**config.mk**
```make
export PLATFORM = sky130hd
export DESIGN_NAME = ppdc_port
export DESIGN_NICKNAME = d
export VERILOG_FILES = /design/src/rtl/ppdc_port.v
export VERILOG_INCLUDE_DIRS = /design/src /design/src/rtl
export SDC_FILE = /design/constraint.sdc
export NUM_CORES = 1
export LEC_CHECK = 0
export BUFFER_PORTS_ARGS = -buffer_cell sky130_fd_sc_hd__buf_2
export CAP_MARGIN = 10
export CORE_MARGIN = 1.5
export CORE_UTILIZATION = 55
export CTS_BUF_LIST = sky130_fd_sc_hd__clkbuf_16
export DETAILED_ROUTE_END_ITERATION = 6
export PLACE_DENSITY = 0.82
export SYNTH_ARGS = -nofsm -noshare
export SYNTH_HDL_FRONTEND = slang
export SYNTH_SLANG_ARGS = --single-unit
```
**constraint.sdc**
```tcl
create_clock -name clock -period 2.3 [get_ports clock]
set_input_delay 0.46 -clock clock [delete_from_list [all_inputs] [get_ports clock]]
set_output_delay 0.46 -clock clock [all_outputs]
set_load 0.1 [all_outputs]
```
**src/rtl/ppdc_map.vh**
```
/*
 constants for the port pin drive control block.
 assumes a single 8-pin port on one synchronous clock.
*/
// Function
// - each pin owns a three-bit drive mode
// - code 000: driver and input buffer off
// - code 001: driver off, input readable
// - 010 resistive high/strong low; 011 inverse
// - 100 open drain low; 101 open drain high
// - 110 strong both states, follows data
// - 111 resistive pull-up or pull-down only
// - regulated special pins lose resistive drive
// - drive data from register or bypass signal
// - separate read-only pin state, output register
// - port form bit n maps pin n
// - per-pin register shares the same storage
// - bidirectional: oe picks input or mode
// - sixteen routable output enables per pin
// - slew select only on strong, open drain
// - per pin rising, falling or both edges
// - one interrupt line for the port
// - user programmable port reset state
// - edge event sets status bit, raises request
// - reset holds analog; load config at release
`ifndef PPDC_MAP_VH
`define PPDC_MAP_VH

`define PPDC_DM_HIZA 3'h0
`define PPDC_DM_HIZD 3'h1
`define PPDC_DM_RPU  3'h2
`define PPDC_DM_RPD  3'h3
`define PPDC_DM_ODL  3'h4
`define PPDC_DM_ODH  3'h5
`define PPDC_DM_STR  3'h6
`define PPDC_DM_RPUD 3'h7

`define PPDC_SEL_DR    4'h0
`define PPDC_SEL_DM0   4'h1
`define PPDC_SEL_DM1   4'h2
`define PPDC_SEL_DM2   4'h3
`define PPDC_SEL_BYP   4'h4
`define PPDC_SEL_BIE   4'h5
`define PPDC_SEL_SLW   4'h6
`define PPDC_SEL_RISE  4'h7
`define PPDC_SEL_FALL  4'h8
`define PPDC_SEL_INDIS 4'h9
`define PPDC_SEL_REGM  4'ha
`define PPDC_SEL_STAT  4'hb
`define PPDC_SEL_PS    4'hc

`define PPDC_PF_DR   0
`define PPDC_PF_PS   1
`define PPDC_PF_DM0  2
`define PPDC_PF_DM2  4
`define PPDC_PF_BYP  5
`define PPDC_PF_BIE  6
`define PPDC_PF_SLW  7

`define PPDC_RST_HIZ 2'h0
`define PPDC_RST_PU  2'h1
`define PPDC_RST_PD  2'h2

`define PPDC_ZERO8 8'h00
`define PPDC_ONES8 8'hff
`define PPDC_ZERO32 32'h0000_0000
`define PPDC_OESEL_W 4

`endif

```
**src/rtl/ppdc_port.v**
```verilog
/*
 port pin drive control: one 8-pin port with drive modes, data
 registers in port and pin form, bidirectional control, slew select
 and edge interrupts.
 assumes pad inputs already synchronous to clock and external pad
 cells that honour the oe, pull-up and pull-down controls.
*/
`timescale 1ns/1ns
`default_nettype none
`include "ppdc_map.vh"

module ppdc_port (
	// clock and reset
	input  wire        clock,
	input  wire        srst,
	// stored reset configuration
	input  wire [1:0]  rst_cfg_mode,
	// port form access
	input  wire        pw_we,
	input  wire [3:0]  pw_sel,
	input  wire [7:0]  pw_wdata,
	input  wire [3:0]  pw_rd_sel,
	output reg  [7:0]  pw_rdata_ff,
	// pin form access
	input  wire        pf_we,
	input  wire [2:0]  pf_idx,
	input  wire [7:0]  pf_wdata,
	input  wire [2:0]  pf_rd_idx,
	output reg  [7:0]  pf_rdata_ff,
	// output enable routing
	input  wire        oer_we,
	input  wire [2:0]  oer_idx,
	input  wire [3:0]  oer_wdata,
	// routing fabric
	input  wire [7:0]  periph_out,
	input  wire [15:0] aux_oe,
	output reg  [7:0]  periph_in_ff,
	// pads
	input  wire [7:0]  pad_in,
	output reg  [7:0]  pad_out_ff,
	output reg  [7:0]  pad_oe_ff,
	output reg  [7:0]  pad_pu_ff,
	output reg  [7:0]  pad_pd_ff,
	output reg  [7:0]  pad_slow_ff,
	output reg  [7:0]  pad_ibuf_en_ff,
	// interrupt
	output reg         port_irq_ff
);

	// per-pin drive decode: {oe, out, pull_up, pull_down}
	function [3:0] ppdc_drive;
		input [2:0] dm;
		input       d;
		input       rg;
		reg         oe;
		reg         pu;
		reg         pd;
		begin
			oe = 1'b0;
			pu = 1'b0;
			pd = 1'b0;
			case (dm)
				`PPDC_DM_HIZA: oe = 1'b0;
				`PPDC_DM_HIZD: oe = 1'b0;
				`PPDC_DM_RPU: begin
					oe = ~d;
					pu = d & ~rg;
				end
				`PPDC_DM_RPD: begin
					oe = d;
					pd = ~d & ~rg;
				end
				`PPDC_DM_ODL: oe = ~d;
				`PPDC_DM_ODH: oe = d;
				`PPDC_DM_STR: oe = 1'b1;
				`PPDC_DM_RPUD: begin
					pu = d & ~rg;
					pd = ~d & ~rg;
				end
				default: oe = 1'b0;
			endcase
			ppdc_drive = {oe, d, pu, pd};
		end
	endfunction

	// slew only matters where the driver is strong or open drain
	function ppdc_slewable;
		input [2:0] dm;
		begin
			ppdc_slewable = (dm == `PPDC_DM_ODL) || (dm == `PPDC_DM_ODH) ||
				(dm == `PPDC_DM_STR);
		end
	endfunction

	// configuration storage, port form bit n is pin n
	reg  [7:0]  dr_ff;
	reg  [7:0]  dm0_ff;
	reg  [7:0]  dm1_ff;
	reg  [7:0]  dm2_ff;
	reg  [7:0]  byp_ff;
	reg  [7:0]  bie_ff;
	reg  [7:0]  slw_ff;
	reg  [7:0]  rise_ff;
	reg  [7:0]  fall_ff;
	reg  [7:0]  indis_ff;
	reg  [7:0]  regm_ff;
	reg  [31:0] oesel_ff;
	reg         rst_d_ff;

	// pin state and interrupt state
	reg  [7:0]  ps_ff;
	reg  [7:0]  ps_prev_ff;
	reg  [7:0]  stat_ff;

	// combinational per-pin results
	reg  [7:0]  nxt_out;
	reg  [7:0]  nxt_oe;
	reg  [7:0]  nxt_pu;
	reg  [7:0]  nxt_pd;
	reg  [7:0]  nxt_slow;
	reg  [7:0]  nxt_ibuf;
	reg  [7:0]  nxt_stat;
	reg  [7:0]  nxt_pw_rdata;
	reg  [7:0]  nxt_pf_rdata;
	reg  [7:0]  edge_hit;
	reg  [2:0]  eff_dm;
	reg  [3:0]  drv;
	reg         d_val;
	integer     i;

	// one-cycle marker of reset release, used to load the reset state
	always @(posedge clock) begin
		rst_d_ff <= srst;
	end

	// configuration writes; pin form wins over port form in one cycle
	always @(posedge clock) begin
		if (srst) begin
			dr_ff    <= `PPDC_ZERO8;
			dm0_ff   <= `PPDC_ZERO8;
			dm1_ff   <= `PPDC_ZERO8;
			dm2_ff   <= `PPDC_ZERO8;
			byp_ff   <= `PPDC_ZERO8;
			bie_ff   <= `PPDC_ZERO8;
			slw_ff   <= `PPDC_ZERO8;
			rise_ff  <= `PPDC_ZERO8;
			fall_ff  <= `PPDC_ZERO8;
			indis_ff <= `PPDC_ZERO8;
			regm_ff  <= `PPDC_ZERO8;
			oesel_ff <= `PPDC_ZERO32;
		end else begin
			if (rst_d_ff) begin
				// pull-up is mode 010 with data 1, pull-down is 011 with data 0
				if (rst_cfg_mode == `PPDC_RST_PU) begin
					dm1_ff <= `PPDC_ONES8;
					dr_ff  <= `PPDC_ONES8;
				end else if (rst_cfg_mode == `PPDC_RST_PD) begin
					dm1_ff <= `PPDC_ONES8;
					dm0_ff <= `PPDC_ONES8;
				end
			end
			if (pw_we) begin
				case (pw_sel)
					`PPDC_SEL_DR:    dr_ff    <= pw_wdata;
					`PPDC_SEL_DM0:   dm0_ff   <= pw_wdata;
					`PPDC_SEL_DM1:   dm1_ff   <= pw_wdata;
					`PPDC_SEL_DM2:   dm2_ff   <= pw_wdata;
					`PPDC_SEL_BYP:   byp_ff   <= pw_wdata;
					`PPDC_SEL_BIE:   bie_ff   <= pw_wdata;
					`PPDC_SEL_SLW:   slw_ff   <= pw_wdata;
					`PPDC_SEL_RISE:  rise_ff  <= pw_wdata;
					`PPDC_SEL_FALL:  fall_ff  <= pw_wdata;
					`PPDC_SEL_INDIS: indis_ff <= pw_wdata;
					`PPDC_SEL_REGM:  regm_ff  <= pw_wdata;
					default:         dr_ff    <= dr_ff;
				endcase
			end
			if (pf_we) begin
				dr_ff[pf_idx]  <= pf_wdata[`PPDC_PF_DR];
				dm0_ff[pf_idx] <= pf_wdata[`PPDC_PF_DM0];
				dm1_ff[pf_idx] <= pf_wdata[`PPDC_PF_DM0 + 1];
				dm2_ff[pf_idx] <= pf_wdata[`PPDC_PF_DM2];
				byp_ff[pf_idx] <= pf_wdata[`PPDC_PF_BYP];
				bie_ff[pf_idx] <= pf_wdata[`PPDC_PF_BIE];
				slw_ff[pf_idx] <= pf_wdata[`PPDC_PF_SLW];
			end
			if (oer_we) begin
				oesel_ff[oer_idx * `PPDC_OESEL_W +: `PPDC_OESEL_W] <= oer_wdata;
			end
		end
	end

	// per-pin drive, input buffer and edge decode
	always @* begin
		nxt_out  = `PPDC_ZERO8;
		nxt_oe   = `PPDC_ZERO8;
		nxt_pu   = `PPDC_ZERO8;
		nxt_pd   = `PPDC_ZERO8;
		nxt_slow = `PPDC_ZERO8;
		nxt_ibuf = `PPDC_ZERO8;
		edge_hit = `PPDC_ZERO8;
		eff_dm   = `PPDC_DM_HIZA;
		drv      = 4'h0;
		d_val    = 1'b0;
		for (i = 0; i < 8; i = i + 1) begin
			eff_dm = {dm2_ff[i], dm1_ff[i], dm0_ff[i]};
			// with oe low a bidirectional pin falls back to a plain input
			if (bie_ff[i] && !aux_oe[oesel_ff[i * `PPDC_OESEL_W +: `PPDC_OESEL_W]])
				eff_dm = `PPDC_DM_HIZD;
			d_val = byp_ff[i] ? periph_out[i] : dr_ff[i];
			drv = ppdc_drive(eff_dm, d_val, regm_ff[i]);
			nxt_oe[i]   = drv[3];
			nxt_out[i]  = drv[2];
			nxt_pu[i]   = drv[1];
			nxt_pd[i]   = drv[0];
			nxt_slow[i] = slw_ff[i] & ppdc_slewable(eff_dm);
			// strong mode keeps the buffer on; reading it just echoes the drive
			nxt_ibuf[i] = ({dm2_ff[i], dm1_ff[i], dm0_ff[i]} != `PPDC_DM_HIZA) &
				~indis_ff[i];
			edge_hit[i] = (rise_ff[i] & ps_ff[i] & ~ps_prev_ff[i]) |
				(fall_ff[i] & ~ps_ff[i] & ps_prev_ff[i]);
		end
	end

	// status: a new edge in the clearing cycle survives the clear
	always @* begin
		nxt_stat = stat_ff;
		if (pw_we && (pw_sel == `PPDC_SEL_STAT))
			nxt_stat = stat_ff & ~pw_wdata;
		nxt_stat = nxt_stat | edge_hit;
	end

	// read paths
	always @* begin
		case (pw_rd_sel)
			`PPDC_SEL_DR:    nxt_pw_rdata = dr_ff;
			`PPDC_SEL_DM0:   nxt_pw_rdata = dm0_ff;
			`PPDC_SEL_DM1:   nxt_pw_rdata = dm1_ff;
			`PPDC_SEL_DM2:   nxt_pw_rdata = dm2_ff;
			`PPDC_SEL_BYP:   nxt_pw_rdata = byp_ff;
			`PPDC_SEL_BIE:   nxt_pw_rdata = bie_ff;
			`PPDC_SEL_SLW:   nxt_pw_rdata = slw_ff;
			`PPDC_SEL_RISE:  nxt_pw_rdata = rise_ff;
			`PPDC_SEL_FALL:  nxt_pw_rdata = fall_ff;
			`PPDC_SEL_INDIS: nxt_pw_rdata = indis_ff;
			`PPDC_SEL_REGM:  nxt_pw_rdata = regm_ff;
			`PPDC_SEL_STAT:  nxt_pw_rdata = stat_ff;
			`PPDC_SEL_PS:    nxt_pw_rdata = ps_ff;
			default:         nxt_pw_rdata = `PPDC_ZERO8;
		endcase
		nxt_pf_rdata = {slw_ff[pf_rd_idx], bie_ff[pf_rd_idx], byp_ff[pf_rd_idx],
			dm2_ff[pf_rd_idx], dm1_ff[pf_rd_idx], dm0_ff[pf_rd_idx],
			ps_ff[pf_rd_idx], dr_ff[pf_rd_idx]};
	end

	// pin state and interrupt registers
	always @(posedge clock) begin
		if (srst) begin
			ps_ff       <= `PPDC_ZERO8;
			ps_prev_ff  <= `PPDC_ZERO8;
			stat_ff     <= `PPDC_ZERO8;
			port_irq_ff <= 1'b0;
		end else begin
			ps_ff       <= pad_in & nxt_ibuf;
			ps_prev_ff  <= ps_ff;
			stat_ff     <= nxt_stat;
			port_irq_ff <= |nxt_stat;
		end
	end

	// registered outputs; reset forces every pin to high impedance analog
	always @(posedge clock) begin
		if (srst) begin
			pad_out_ff     <= `PPDC_ZERO8;
			pad_oe_ff      <= `PPDC_ZERO8;
			pad_pu_ff      <= `PPDC_ZERO8;
			pad_pd_ff      <= `PPDC_ZERO8;
			pad_slow_ff    <= `PPDC_ZERO8;
			pad_ibuf_en_ff <= `PPDC_ZERO8;
			periph_in_ff   <= `PPDC_ZERO8;
			pw_rdata_ff    <= `PPDC_ZERO8;
			pf_rdata_ff    <= `PPDC_ZERO8;
		end else begin
			pad_out_ff     <= nxt_out;
			pad_oe_ff      <= nxt_oe;
			pad_pu_ff      <= nxt_pu;
			pad_pd_ff      <= nxt_pd;
			pad_slow_ff    <= nxt_slow;
			pad_ibuf_en_ff <= nxt_ibuf;
			periph_in_ff   <= ps_ff;
			pw_rdata_ff    <= nxt_pw_rdata;
			pf_rdata_ff    <= nxt_pf_rdata;
		end
	end

endmodule // ppdc_port

`default_nettype wire
```
Word-level counts from Yosys, hierarchy flattened
Cells that the tools add are included.
- add/subtract/negate cells: 1
- order comparisons: 11
- equal/unequal tests: 73
- shift-type cells: 2
- muxes and demuxes: 104
- bitwise logic cells: 132
- reductions and logical operators: 98
- operators by type and width (cell ; number):
    $mux 8 ; 36
    $pmux 8 s13 ; 1
    $eq 3x3->1 const B ; 32
    $reduce_or 2->1 ; 48
    $and 1x1->1 ; 64
    $bwmux 8 ; 7
    $not 1->1 ; 56
    $eq 3x2->1 const B ; 16
    $lt 4x5->1 const B ; 8
    $eq 4x4->1 const B ; 9
    $neg 5->34 ; 1
    $shift 4x34->32 const A ; 1
    $shiftx 4x34->32 ; 1
    $bmux 1 s4 ; 8
    $bwmux 32 ; 1
    $eq 4x3->1 const B ; 8
    $mux 1 ; 25
    $bmux 1 s3 ; 8
    $mux 3 ; 8
    $pmux 1 s3 ; 8
    $reduce_bool 3->1 ; 8
    $and 8x8->8 ; 2
    $eq 4x2->1 const B ; 4
    $logic_or 1x1->1 ; 16
    16 further kinds ; 45
- register bits: 210
- bits of input ports: 76
- output and inout port bits: 73
- word-level logic and storage cells: 460

Longest topological paths before layout
- word-level depth: 9
- mapped depth: 9

Worst setup path after synthesis
No wires, ideal clock.
- kind: input port to flip-flop
- start point: input oer_idx[0]
- end point: register oesel_ff[24]
- arrival time: 2.034 ns
- data required time: 2.230 ns
- slack: 0.195 ns
- cell stages on the path: 8
- buffers on the path: 0
- cell sequence: inv_1 > ha_1 > ha_1 > nor2_1 > and3_1 > nand3b_1 > or3b_2 > a21oi_1
- word-level cells in the longest chain between the ends: 3
- elaborated cells on any way between the ends: 4
- those cells by class: add/sub: 1; shift: 2; mux: 1
- ends and longest elaborated chain (element ; RTL line ; source):
    start, declared ; ppdc_port.v:32 ; input wire [2:0] oer_idx,
    $neg 5->34 * ; ppdc_port.v:188 ; oesel_ff[oer_idx * `PPDC_OESEL_W +: `PPDC_OESEL_W] <= oer_wdata;
    $shiftx 4x34->32 / $shift 4x34->32 (equally long branches) ; ppdc_port.v:188 ;
    $bwmux 32 * ; ppdc_port.v:188 ;
    end signal, assigned ; ppdc_port.v:150 ; oesel_ff <= `PPDC_ZERO32;
    end signal, assigned by index ; ppdc_port.v:188 ;
    end, declared ; ppdc_port.v:107 ; reg [31:0] oesel_ff;
Every way passes the cells marked *; elsewhere a longest branch is shown, timed or not.
A chain may end at the register's enable or synchronous reset.

Worst setup path in the final report
- start point: register oesel_ff[12]
- end point: register pad_slow_ff[3]
- word-level cells in the longest chain between the ends: 9
- elaborated cells on any way between the ends: 11
- those cells by class: eq/ne: 3; mux: 3; bitwise: 1; reduce/logical: 4
- ends and longest elaborated chain (element ; RTL line ; source):
    $bmux 1 s4 * ; ppdc_port.v:208 ; if (bie_ff[i] && !aux_oe[oesel_ff[i * `PPDC_OESEL_W +: `PPDC_OESEL_W]])
    $mux 1 * ; ppdc_port.v:208 ;
    $logic_not 1->1 * ; ppdc_port.v:208 ;
    $logic_and 1x1->1 * ; ppdc_port.v:208 ;
    $mux 3 * ; ppdc_port.v:208 ;
    $eq 3x3->1 ; n/a ;
    $logic_or 1x1->1 ; ppdc_port.v:90 ; ppdc_slewable = (dm == `PPDC_DM_ODL) || (dm == `PPDC_DM_ODH) ||
    $logic_or 1x1->1 * ; ppdc_port.v:90 ;
    $and 1x1->1 * ; ppdc_port.v:216 ; nxt_slow[i] = slw_ff[i] & ppdc_slewable(eff_dm);
    end signal, assigned ; ppdc_port.v:278 ; pad_slow_ff <= `PPDC_ZERO8;
    end signal, assigned ; ppdc_port.v:288 ; pad_slow_ff <= nxt_slow;
    end, declared ; ppdc_port.v:44 ; output reg [7:0] pad_slow_ff,
Every way passes the cells marked *; elsewhere a longest branch is shown, timed or not. The select of a mux whose other input is x is not followed.

==> metrics.txt <==
status completed; Slew Limit Fails 0; grt ovf 0; WS Path Type reg2reg; initial antenna violation count 0; Pre-Repair DR Iteration Count 5; Worst VDD drop 0.000600 V; cts hold-fix bufs 0; design area 12,600 µm²; CP startpoint kind flip-flop; Post-CTS Setup Inserts 0; vias in the first global route 9,647; Synth Area in Adders 0.00229; Syn Inst Count 1,203; CTS tree yes; Die Span X 144 µm; Num CTS Buffers 23; leakage 4.97 nW; worst r2r dst pad_slow_ff[3]; fraction of registers with async set/reset 0; GP Congestion 0.980; Post-synth EDFFs 0; Yosys reg bits 210; Post-DRT Antenna Nets 0; initial core utilization 0.562; DP HPWL 25.7 mm; Area after DPL 11,900 µm²; I/O Pins 149; Synth Area in Simple Gates 0.201; # diodes 0; Worst Hold Path EP ps_ff[5]; total number of yosys warnings 0; Mean Syn Cell Area 9.10 µm²; CTS Buffer Depth 3; Setup crit end kind flip-flop; clk_lat worst skew 520 ps; CTS Sinks 210; Pwr Total 0.00931 W; sequential share of the synthesized area 0.384; routed vias/inst 6.44; core area 19,500 µm²; Syn Nets 1,281; Remaining DRCs 0; Finished Layout Cells 1,585; DR WL/cell 22.8 µm; Final Hold Fails 0; highest clock rate 493 MHz; root buffer cell clkbuf_16; Hold Crit Class in2reg; RSZ-0062 raised after global routing no; Synth Area in XOR/XNOR 0.00800; 1st-iter DRT viols 1,014; FP Rows 51; Worst-Margin Slew 735 ps; global-route wire length before repair 54.5 mm; top_reg_cell synth dfxtp_1; drt total wl 36.1 mm; maxcap violations 0; H-Tree Level Count 1; worst reg2reg startpoint oesel_ff[12]; mux cell area share after synthesis 0.203; Min Hold Slack 149 ps; largest net degree at the start of global routing 85; layout cells sized above 1 0.223; minimum clock period 2030 ps; compound-cell area share of the yosys netlist 0.154; Tcrit/Tclk final 0.881; power density over cell area 737 nW/µm²; worst endpoint required time 2650 ps; reg2reg path depth 5; Worst-path clk slew 60 ps; Die H 144 µm; Finished Core Util 0.650; WHS Path Cells 2; commonest non-fill, non-tap cell in the layout dfxtp_1; CP Max Fanout 6; routed vias 10,200; Synth cell types 62; largest family of logic cells by synthesized area multiplexers; register area 4200 µm²; synthesized area 10,900 µm²; Port Buf Inserts 147; GRT Overall Usage 0.347; # setup viols final 0; Worst EP arrival 2380 ps; Placed Cells 1,544; Setup Skew 22.9 ps; Rel. slew slack 0.510; Multi-input gate area 6210 µm²; number of fill cells 1,580; final net count 1,382; Die Area 20,700 µm²; Area growth, synth to finish 15.6%; Min-Delay Startpoint pad_in[5]; r2r setup slk 270 ps; most frequent cells in the layout dfxtp_1, nor2_1, buf_2; CTS resizes 0
worst max-delay path, stage by stage, from the launching register on:
cell	delay, ps
dfxtp_1	480
mux4_2	530
mux2i_1	180
nor3b_1	90
a311oi_2	450
a211oi_1	140
sequential cells by signal, indices dropped and copies added (netlist names), 8 cells and up:
register / flops
pf_rdata_ff: 8
pad_ibuf_en_ff: 8
regm_ff: 8
pad_pu_ff: 8
stat_ff: 8
bie_ff: 8
fall_ff: 8
byp_ff: 8
periph_in_ff: 8
oesel_ff: 32
indis_ff: 8
pad_oe_ff: 8
dm1_ff: 8
dr_ff: 8
pad_out_ff: 8
dm0_ff: 8
pw_rdata_ff: 8
dm2_ff: 8
slw_ff: 8
rise_ff: 8
ps_ff: 8
pad_slow_ff: 8
pad_pd_ff: 8
final cells by class:
class / count / share of cell area
Inverter: 14 / 0.00416
Timing Repair Buffer: 188 / 0.0850
Tap cell: 265 / 0.0262
Multi-Input combinational cell: 867 / 0.491
Clock inverter: 18 / 0.0154
Sequential cell: 210 / 0.332
Clock buffer: 23 / 0.0455
report_power, final:
part	total, W	switching [W]	internal [W]	leakage, nW
logic	0.00153	0.00106	0.000469	2.88
clock network	0.00380	0.00152	0.00227	0.379
registers	0.00399	0.000209	0.00378	1.71
total	0.00931	0.00279	0.00652	4.97
worst max-delay path by stage:
| stage | startpoint | to |
|---|---|---|
| final | oesel_ff[12] | pad_slow_ff[3] |
| after global routing | oesel_ff[12] | pad_pu_ff[3] |
| after CTS | oesel_ff[20] | pad_pu_ff[5] |
| after detailed placement | oer_idx[0] | oesel_ff[25] |
| after global placement | oer_idx[0] | oesel_ff[26] |
| after floorplan | oer_idx[0] | oesel_ff[24] |
metrics by stage:
stage | setup slack (ps) | TNS (ps)
floorplan | 195 | 0
global placement | 93.7 | 0
detailed placement | -45.7 | -55.5
CTS | 298 | 0
global route | 138 | 0
finish | 273 | 0
cells in the mapped netlist (all sizes together) (3+ instances only):
library cell,instances,share of area
a2111oi,7,0.0056
a211oi,44,0.030
a21o,7,0.0048
a21oi,66,0.030
a221oi,3,0.0024
a22o,4,0.0032
a22oi,12,0.0082
a311oi,7,0.0090
a31oi,7,0.0040
a32oi,5,0.0040
and2,17,0.0097
and3,9,0.0051
and3b,5,0.0040
buf,41,0.018
clkbuf,71,0.025
dfxtp,210,0.38
inv,14,0.0048
mux2,8,0.0082
mux2i,122,0.11
mux4,40,0.083
nand2,107,0.037
nand2b,22,0.013
nand3,23,0.011
nand3b,17,0.012
nand4,3,0.0017
nor2,147,0.051
nor2b,25,0.014
nor3,35,0.017
nor3b,11,0.0089
nor4,12,0.0074
o211ai,9,0.0062
o21ai,17,0.0078
o221a,4,0.0041
o221ai,23,0.018
o22ai,12,0.0069
o2bb2ai,3,0.0024
or2,4,0.0023
or3b,4,0.0032
xor2,8,0.0064
kinds of logic (layout without fill, tap and decap cells):
group,Yosys count,in the layout
xor+xnor,10,10
simple gates,447,447
fa+ha+maj,2,2
flops,210,210
mux,170,170
compound gates,238,238
buf+inv,126,243
layer usage:
layer	routed length [µm]	track usage
met5	0	0
met4	2210	0.199
met3	3530	0.0722
met2	16800	0.566
met1	13600	0.427
Note: power is estimated with default switching activity, not from simulation.
